<file path="config.mk">
export PLATFORM = sky130hd
export DESIGN_NAME = spi_nv_command_status_unit
export DESIGN_NICKNAME = d
export VERILOG_FILES = /design/src/verilog/spi_nv_pkg.sv /design/src/verilog/spi_nv_command_status_unit.sv /design/src/verilog/pin_sync.sv
export SDC_FILE = /design/constraint.sdc
export NUM_CORES = 1
export LEC_CHECK = 0
export BUFFER_PORTS_ARGS = -buffer_cell sky130_fd_sc_hd__buf_2
export CAP_MARGIN = 20
export CELL_PAD_IN_SITES_DETAIL_PLACEMENT = 2
export CELL_PAD_IN_SITES_GLOBAL_PLACEMENT = 2
export CORE_MARGIN = 2
export CORE_UTILIZATION = 41
export DETAILED_ROUTE_END_ITERATION = 12
export GPL_ROUTABILITY_DRIVEN = 0
export PLACE_DENSITY = 0.89
export SLEW_MARGIN = 5
export SYNTH_ARGS = -nofsm -noshare
export SYNTH_HDL_FRONTEND = slang
export SYNTH_SLANG_ARGS = --single-unit
</file>
<file path="constraint.sdc">
create_clock -name mclk_in -period 8.1 [get_ports mclk_in]
set_clock_uncertainty 0.2 [all_clocks]
set_input_delay 1.62 -clock mclk_in [delete_from_list [all_inputs] [get_ports mclk_in]]
set_output_delay 1.62 -clock mclk_in [all_outputs]
set_load 0.005 [all_outputs]
</file>
<file path="src/verilog/spi_nv_pkg.sv">
// Purpose: constants, types and decode for the serial command unit
// Assumes: opcodes arrive whole, most significant bit first
// Notes:   status fields sit at the bit positions given below
//
// What this block does
// bytes shift in MSB first; each command begins at chip select fall.
// opcode 06 sets the write latch; opcode 04 clears it.
// opcode 05 starts status read; opcode 01 starts status write.
// opcode 03 starts array read; opcode 02 starts array write.
// opcode 3C requests a save; opcode 60 requests a restore.
// ten opcodes known; 59 enables autosave, 19 disables; 1E reserved.
// status: busy, latch, two guard level bits, three spare, pin guard.
// busy is read-only and shows save or restore in progress.
// write latch is zero after power-up; one means writes enabled.
// status write never alters busy or write latch.
// spare bits 4 to 6 are writable, volatile, zero at power-up.
// master sets latch, sends status write opcode, then eight bits.
// two guard level bits select one of four protection levels.
// guard pin acts only while pin guard enable is one.
// after status read opcode the status shifts out on serial out.
// status becomes nonvolatile only through a later save.
// latch, guard bits, spare bits and pin guard start at zero.
// unknown opcode: ignore rest of selection, serial out stays off.
// sample input on rising clock, change output on falling clock.
// latch clears after status write, array write, save, restore, autosave.
// guard pin low with pin guard set rejects every status write.
// reserved opcode is handled as an unknown opcode.
package spi_nv_pkg;

  localparam logic [7:0] OP_LATCH_SET = 8'h06;
  localparam logic [7:0] OP_LATCH_CLR = 8'h04;
  localparam logic [7:0] OP_STAT_RD   = 8'h05;
  localparam logic [7:0] OP_STAT_WR   = 8'h01;
  localparam logic [7:0] OP_ARR_RD    = 8'h03;
  localparam logic [7:0] OP_ARR_WR    = 8'h02;
  localparam logic [7:0] OP_SAVE      = 8'h3C;
  localparam logic [7:0] OP_RESTORE   = 8'h60;
  localparam logic [7:0] OP_AS_ON     = 8'h59;
  localparam logic [7:0] OP_AS_OFF    = 8'h19;

  localparam logic [2:0] LAST_BIT     = 3'h7;
  localparam logic [2:0] FIRST_BIT    = 3'h0;
  localparam logic [7:0] STATUS_RST   = 8'h00;
  localparam logic       AUTOSAVE_RST = 1'h1;
  localparam logic [3:0] PINS_RST     = 4'h5;

  // bit 7 pin guard, 6..4 spare, 3..2 guard level, 1 latch, 0 busy
  typedef struct packed {
    logic       pen;
    logic [2:0] spare;
    logic [1:0] level;
    logic       latch;
    logic       busy;
  } status_t;

  typedef struct packed {
    logic sck;
    logic cs_b;
    logic si;
    logic guard_b;
  } spi_pins_t;

  typedef enum logic [3:0] {
    CMD_NONE, CMD_LSET, CMD_LCLR, CMD_SREAD, CMD_SWRITE, CMD_AREAD,
    CMD_AWRITE, CMD_SAVE, CMD_RESTORE, CMD_AS_ON, CMD_AS_OFF
  } cmd_t;

  function automatic cmd_t decode(input logic [7:0] op);
    cmd_t c;
    c = CMD_NONE;
    unique case (op)
      OP_LATCH_SET: c = CMD_LSET;
      OP_LATCH_CLR: c = CMD_LCLR;
      OP_STAT_RD:   c = CMD_SREAD;
      OP_STAT_WR:   c = CMD_SWRITE;
      OP_ARR_RD:    c = CMD_AREAD;
      OP_ARR_WR:    c = CMD_AWRITE;
      OP_SAVE:      c = CMD_SAVE;
      OP_RESTORE:   c = CMD_RESTORE;
      OP_AS_ON:     c = CMD_AS_ON;
      OP_AS_OFF:    c = CMD_AS_OFF;
      default:      c = CMD_NONE;
    endcase
    return c;
  endfunction

  function automatic logic needs_latch(input cmd_t c);
    return (c == CMD_SWRITE) || (c == CMD_AWRITE) || (c == CMD_SAVE) ||
           (c == CMD_RESTORE) || (c == CMD_AS_ON) || (c == CMD_AS_OFF);
  endfunction

endpackage

</file>
<file path="src/verilog/spi_nv_command_status_unit.sv">
// Purpose: serial command decoder and status register
// Assumes: serial clock far slower than mclk_in (8 or more cycles)
// Notes:   array, save and restore engines sit outside this block
`timescale 1ns/1ns
module spi_nv_command_status_unit (
  input  wire logic                mclk_in,
  input  wire logic                rst_b_in,
  input  wire logic                sck_in,
  input  wire logic                cs_b_in,
  input  wire logic                si_in,
  input  wire logic                write_guard_b_in,
  input  wire logic                nv_busy_in,
  output logic                     so_out,
  output logic                     so_oe_out,
  output spi_nv_pkg::status_t      status_out,
  output logic [1:0]               guard_level_out,
  output logic                     write_guard_active_out,
  output logic                     save_req_out,
  output logic                     restore_req_out,
  output logic                     array_read_start_out,
  output logic                     array_write_start_out,
  output logic                     autosave_en_out
);

  typedef enum logic [2:0] {
    ST_IDLE, ST_OPCODE, ST_SWDATA, ST_SREAD, ST_HOLD, ST_IGNORE
  } state_t;

  spi_nv_pkg::spi_pins_t pins_raw;
  spi_nv_pkg::spi_pins_t pins;
  spi_nv_pkg::status_t   status_reg;
  spi_nv_pkg::cmd_t      op_reg;
  spi_nv_pkg::cmd_t      cmd_dec;
  state_t                state_reg;
  logic                  sck_prev_reg;
  logic                  cs_prev_reg;
  logic                  sck_rise;
  logic                  sck_fall;
  logic                  cs_fall;
  logic                  cs_rise;
  logic [2:0]            bit_cnt_reg;
  logic [7:0]            rx_reg;
  logic [7:0]            rx_next;
  logic                  byte_done;
  logic                  accept;
  logic                  refuse;
  logic                  swr_byte;
  logic                  swr_apply;
  logic                  commit;
  logic                  pin_block_reg;
  logic [2:0]            tx_cnt_reg;
  logic [7:0]            tx_sh_reg;
  logic                  autosave_reg;

  assign pins_raw.sck     = sck_in;
  assign pins_raw.cs_b    = cs_b_in;
  assign pins_raw.si      = si_in;
  assign pins_raw.guard_b = write_guard_b_in;

  pin_sync #(
    .WIDTH   (4),
    .RST_VAL (spi_nv_pkg::PINS_RST)
  ) u_pin_sync (
    .mclk_in  (mclk_in),
    .rst_b_in (rst_b_in),
    .async_in (pins_raw),
    .sync_out (pins)
  );

  // edge finders on the synchronised pins
  always_ff @(posedge mclk_in or negedge rst_b_in) begin
    if (!rst_b_in) begin
      sck_prev_reg <= 1'h0;
      cs_prev_reg  <= 1'h1;
    end else begin
      sck_prev_reg <= pins.sck;
      cs_prev_reg  <= pins.cs_b;
    end
  end

  assign sck_rise = pins.sck & ~sck_prev_reg;
  assign sck_fall = ~pins.sck & sck_prev_reg;
  // selection only starts on a falling edge, never on a held low level
  assign cs_fall  = ~pins.cs_b & cs_prev_reg;
  assign cs_rise  = pins.cs_b & ~cs_prev_reg;

  assign rx_next   = {rx_reg[6:0], pins.si};
  assign byte_done = sck_rise && (bit_cnt_reg == spi_nv_pkg::LAST_BIT) &&
                     ((state_reg == ST_OPCODE) ||
                      (state_reg == ST_SWDATA));
  assign cmd_dec   = spi_nv_pkg::decode(rx_next);
  assign accept    = byte_done && (state_reg == ST_OPCODE) &&
                     (cmd_dec != spi_nv_pkg::CMD_NONE) &&
                     (!spi_nv_pkg::needs_latch(cmd_dec) ||
                      status_reg.latch);
  assign refuse    = byte_done && (state_reg == ST_OPCODE) && !accept;
  assign swr_byte  = byte_done && (state_reg == ST_SWDATA);
  assign swr_apply = swr_byte && !pin_block_reg;
  assign commit    = cs_rise && (state_reg == ST_HOLD);

  // serial input shifter, sampled on rising serial clock
  always_ff @(posedge mclk_in or negedge rst_b_in) begin
    if (!rst_b_in) begin
      bit_cnt_reg <= spi_nv_pkg::FIRST_BIT;
      rx_reg      <= 8'h00;
    end else if (cs_fall) begin
      bit_cnt_reg <= spi_nv_pkg::FIRST_BIT;
    end else if (sck_rise && (state_reg != ST_IDLE)) begin
      bit_cnt_reg <= bit_cnt_reg + 3'h1;
      rx_reg      <= rx_next;
    end
  end

  // command sequencer
  always_ff @(posedge mclk_in or negedge rst_b_in) begin
    if (!rst_b_in) begin
      state_reg <= ST_IDLE;
      op_reg    <= spi_nv_pkg::CMD_NONE;
    end else if (cs_rise) begin
      state_reg <= ST_IDLE;
    end else if (cs_fall) begin
      state_reg <= ST_OPCODE;
      op_reg    <= spi_nv_pkg::CMD_NONE;
    end else if (refuse) begin
      state_reg <= ST_IGNORE;
    end else if (accept) begin
      op_reg <= cmd_dec;
      unique case (cmd_dec)
        spi_nv_pkg::CMD_SWRITE: state_reg <= ST_SWDATA;
        spi_nv_pkg::CMD_SREAD:  state_reg <= ST_SREAD;
        default:                state_reg <= ST_HOLD;
      endcase
    end else if (swr_byte) begin
      state_reg <= ST_HOLD;
    end
  end

  // pin guard is judged once at selection; later pin moves are ignored
  always_ff @(posedge mclk_in or negedge rst_b_in) begin
    if (!rst_b_in) begin
      pin_block_reg <= 1'h0;
    end else if (cs_fall) begin
      pin_block_reg <= ~pins.guard_b & status_reg.pen;
    end
  end

  // status register
  always_ff @(posedge mclk_in or negedge rst_b_in) begin
    if (!rst_b_in) begin
      status_reg <= spi_nv_pkg::STATUS_RST;
    end else begin
      status_reg.busy <= nv_busy_in;
      if (swr_apply) begin
        status_reg.pen   <= rx_next[7];
        status_reg.spare <= rx_next[6:4];
        status_reg.level <= rx_next[3:2];
      end
      if (commit) begin
        if (op_reg == spi_nv_pkg::CMD_LSET) begin
          status_reg.latch <= 1'h1;
        end else if (op_reg == spi_nv_pkg::CMD_LCLR) begin
          status_reg.latch <= 1'h0;
        end else if (spi_nv_pkg::needs_latch(op_reg)) begin
          status_reg.latch <= 1'h0;
        end
      end
    end
  end

  // requests to the outside engines
  always_ff @(posedge mclk_in or negedge rst_b_in) begin
    if (!rst_b_in) begin
      save_req_out          <= 1'h0;
      restore_req_out       <= 1'h0;
      array_read_start_out  <= 1'h0;
      array_write_start_out <= 1'h0;
    end else begin
      save_req_out    <= commit && (op_reg == spi_nv_pkg::CMD_SAVE);
      restore_req_out <= commit &&
                         (op_reg == spi_nv_pkg::CMD_RESTORE);
      array_read_start_out  <= accept &&
                               (cmd_dec == spi_nv_pkg::CMD_AREAD);
      array_write_start_out <= accept &&
                               (cmd_dec == spi_nv_pkg::CMD_AWRITE);
    end
  end

  always_ff @(posedge mclk_in or negedge rst_b_in) begin
    if (!rst_b_in) begin
      autosave_reg <= spi_nv_pkg::AUTOSAVE_RST;
    end else if (commit && (op_reg == spi_nv_pkg::CMD_AS_ON)) begin
      autosave_reg <= 1'h1;
    end else if (commit && (op_reg == spi_nv_pkg::CMD_AS_OFF)) begin
      autosave_reg <= 1'h0;
    end
  end

  // status shifter, changes on falling serial clock, repeats every byte
  always_ff @(posedge mclk_in or negedge rst_b_in) begin
    if (!rst_b_in) begin
      tx_cnt_reg <= spi_nv_pkg::FIRST_BIT;
      tx_sh_reg  <= 8'h00;
      so_out     <= 1'h0;
    end else if (cs_fall) begin
      tx_cnt_reg <= spi_nv_pkg::FIRST_BIT;
    end else if ((state_reg == ST_SREAD) && sck_fall) begin
      tx_cnt_reg <= tx_cnt_reg + 3'h1;
      if (tx_cnt_reg == spi_nv_pkg::FIRST_BIT) begin
        so_out    <= status_reg[7];
        tx_sh_reg <= {status_reg[6:0], 1'h0};
      end else begin
        so_out    <= tx_sh_reg[7];
        tx_sh_reg <= {tx_sh_reg[6:0], 1'h0};
      end
    end
  end

  assign so_oe_out              = (state_reg == ST_SREAD);
  assign status_out             = status_reg;
  assign guard_level_out        = status_reg.level;
  assign write_guard_active_out = status_reg.pen & ~pins.guard_b;
  assign autosave_en_out        = autosave_reg;
endmodule

</file>
<file path="src/verilog/pin_sync.sv">
// Purpose: two-stage synchroniser for asynchronous pin levels
// Assumes: inputs are levels from outside the clock domain
// Notes:   only the second stage is visible to other logic
`timescale 1ns/1ns
module pin_sync #(
  parameter int         WIDTH   = 4,
  parameter logic [3:0] RST_VAL = 4'h0
) (
  input  wire logic             mclk_in,
  input  wire logic             rst_b_in,
  input  wire logic [WIDTH-1:0] async_in,
  output logic      [WIDTH-1:0] sync_out
);

  logic [WIDTH-1:0] meta_reg;

  always_ff @(posedge mclk_in or negedge rst_b_in) begin
    if (!rst_b_in) begin
      meta_reg <= RST_VAL[WIDTH-1:0];
      sync_out <= RST_VAL[WIDTH-1:0];
    end else begin
      meta_reg <= async_in;
      sync_out <= meta_reg;
    end
  end

endmodule

</file>
==> summary.txt <==
Max frequency = 0.3158 GHz
Clk_lat worst skew = 0.33 ns
CTS max path bufs = 2
Max Fanout on Critical Path = 8
Initial core utilization = 43.04%
Post-synth top area cell = dfrtp_1
Maximum VDD drop = 0.1002 mV
Critical path depth in cells = 3
Post-cts sizing count = 0
Cell Area, Synth = 0.002594 sq mm
Nets@finish = 273
Count of cell types in the netlist = 61
Vias post-DR = 1952
Ys flop type = dfrtp_1
Synthesized area per cell = 10.76 sq um
Unrepaired setup endpoints after global routing = no
DRT Pass-1 Iters = 4
I/O pin count = 25
Hold Vio Cnt, Final = 0
Chip width = 83.54 um
DIE AREA = 0.006978 sq mm
DRC violations left = 0
Antenna violations before repair = 0
Endpoints failing setup = 0
Setup CP Type = flip-flop to output pin
PortBufs = 24
Top delay family on crit path = flip-flops
Number of global-route vias before repair = 2195
Aggregate global-route resource usage = 21.91%
Overflow after GRT = 0
Worst Path Buf+Inv = 1
Cell Rows = 28
Synth cell count leaders = dfrtp_1 (46), nor2_1 (29), a21oi_1 (17)
Post-DP HPWL = 5060 um
N_diodes = 0
CP max stage delay = 0.50 ns
Ys async rst share = 100.0%
Slowest-stage cell, CP = dfrtp_1
Area contributors post-synth = dfrtp_1 (44%), dfstp_2 (6.1%), mux2_2 (5.2%), nor2_1 (4.2%), mux2i_1 (3.5%)
Worst-Margin Slew = 1.036 ns
Clock Sinks = 52
Worst-path clk slew = 0.10 ns
Total negative slack = 0 ns
Worst R2R End = op_reg[1]
Syn nets = 254
Post-Route Utilization = 47.01%
Ys Warns = 0
TritonCTS buffer count = 5
Crit-path cells = and2b_1 > and2_1 > buf_2
First-pass GRT wire length = 12030 um
Critical path origin = state_reg[1]
Share of cells above drive strength 1 = 26.05%
WL/cell = 21.53 um
CP arrival = 1.35 ns
Synthesized flop and latch total = 52
Critical Path Start Type = flip-flop
Die H = 83.54 um
Slew Limit Fails = 0
Root buffer selected by CTS = clkbuf_8
HP Class = flip-flop to flip-flop
Gate Count Post-Synth = 241
CTS H-Tree Depth = 2
Core Box Area = 0.006026 sq mm
Crit. End Element = output pin
Worst R2R Path Depth = 8
FF-to-FF Start = bit_cnt_reg[0]
Critical path endpoint = so_oe_out
Most instantiated library cell after synthesis = dfrtp_1
CP required = 6.28 ns
Sequential cell area fraction in the yosys report = 50.46%
Power density over the cells = 224.7 mW/mm^2
CTS tree = done
Status = finished clean
Fin crit share = 39.10%
Slew headroom = 30.80%
ANT nets after route = 0
Post-CTS Setup Inserts = 0
Via density = 5.810
Leakage = 1.307 nW
Largest net degree at the start of global routing = 53
Fin crit period = 3.167 ns
R2R Setup Slk = 5.08 ns
Yosys top cell area share = 44.38%
Final WL = 7235 um
EDFF count, synth = 0
Drt initial violations = 78
Max-Cap Viols = 0
Layout area overhead = 9.214%
Hold buffers post-CTS = 0
-- metal layers --
layer  wire length (um)  global-route usage [%]  vias to the layer above
li1                   -                       -                      893
met1               3187                   28.32                     1012
met2               3692                   37.68                       32
met3                158                   3.264                       15
met4                196                   7.478                        0
met5                  0                       0                        -
-- power breakdown --
part	switching [mW]	internal [mW]	leakage, nW
combinational	0.0879	0.0599	0.581
sequential	0.0463	0.282	0.679
clock	0.0971	0.0637	0.0463
-- area by class of cell --
type / instances / area [sq um]
clock buffers: 5 / 68.82
clock inverters: 3 / 27.53
fillers: 637 / 3193
inverters: 9 / 33.78
multi-input cells: 166 / 1165
flip-flops and latches: 52 / 1309
well taps: 75 / 93.84
repair buffers: 26 / 135.1
-- cells by family (layout without fill, tap and decap cells) --
family	after synthesis	after routing	share of synthesized area [%]
AOI/OAI and AO/OA	47	47	13.17
xor gates and xnor gates	5	5	1.689
adders and majority gates	6	6	2.894
buffers and inverters	23	43	4.630
DFF	52	52	50.46
muxes	21	21	8.683
and+or+nand+nor	87	87	18.48
-- cell usage in the layout, fill, tap and decap left out, types with 2 or more instances in the layout --
cell type / Yosys / layout
a21o_2: 2 / 2
o311ai_1: 2 / 2
dfrtp_1: 46 / 46
buf_4: 4 / 2
mux2i_1: 9 / 9
nor2b_1: 5 / 5
nor2_1: 29 / 29
xnor2_1: 3 / 3
xor2_1: 2 / 2
a32o_1: 3 / 3
mux2_2: 12 / 12
or4_2: 2 / 2
buf_2: 1 / 24
dfstp_2: 6 / 6
inv_1: 9 / 9
nand4_1: 3 / 3
o32ai_1: 2 / 2
nor3_1: 5 / 5
a21oi_1: 17 / 17
o21ai_0: 6 / 6
nand3_1: 7 / 7
clkbuf_8: 1 / 5
ha_1: 6 / 6
nand2_1: 15 / 15
nand2b_1: 3 / 3
-- worst min-delay path by stage --
stage	cells after the start	endpoint	startpoint
after global placement	0	u_pin_sync.sync_out[1]	u_pin_sync.meta_reg[1]
after floorplan	0	u_pin_sync.sync_out[1]	u_pin_sync.meta_reg[1]
after global routing	0	u_pin_sync.sync_out[0]	u_pin_sync.meta_reg[0]
after detailed placement	0	u_pin_sync.sync_out[1]	u_pin_sync.meta_reg[1]
final	0	u_pin_sync.sync_out[0]	u_pin_sync.meta_reg[0]
after CTS	0	u_pin_sync.sync_out[0]	u_pin_sync.meta_reg[0]
-- metrics by stage --
step	power [mW]	setup WS [ns]	instances	area [sq um]	hold WS, ns
4_1_cts	0.6414	4.942	335	2825	0.1658
3_5_place_dp	0.4761	5.186	327	2729	0.1397
6_report	0.6366	4.933	336	2833	0.1632
5_1_grt	0.6701	4.868	336	2833	0.1704
3_3_place_gp	0.4642	5.318	327	2729	0.1369
2_1_floorplan	0.4323	5.416	241	2594	0.1312
(Power assumes the default switching activity.)
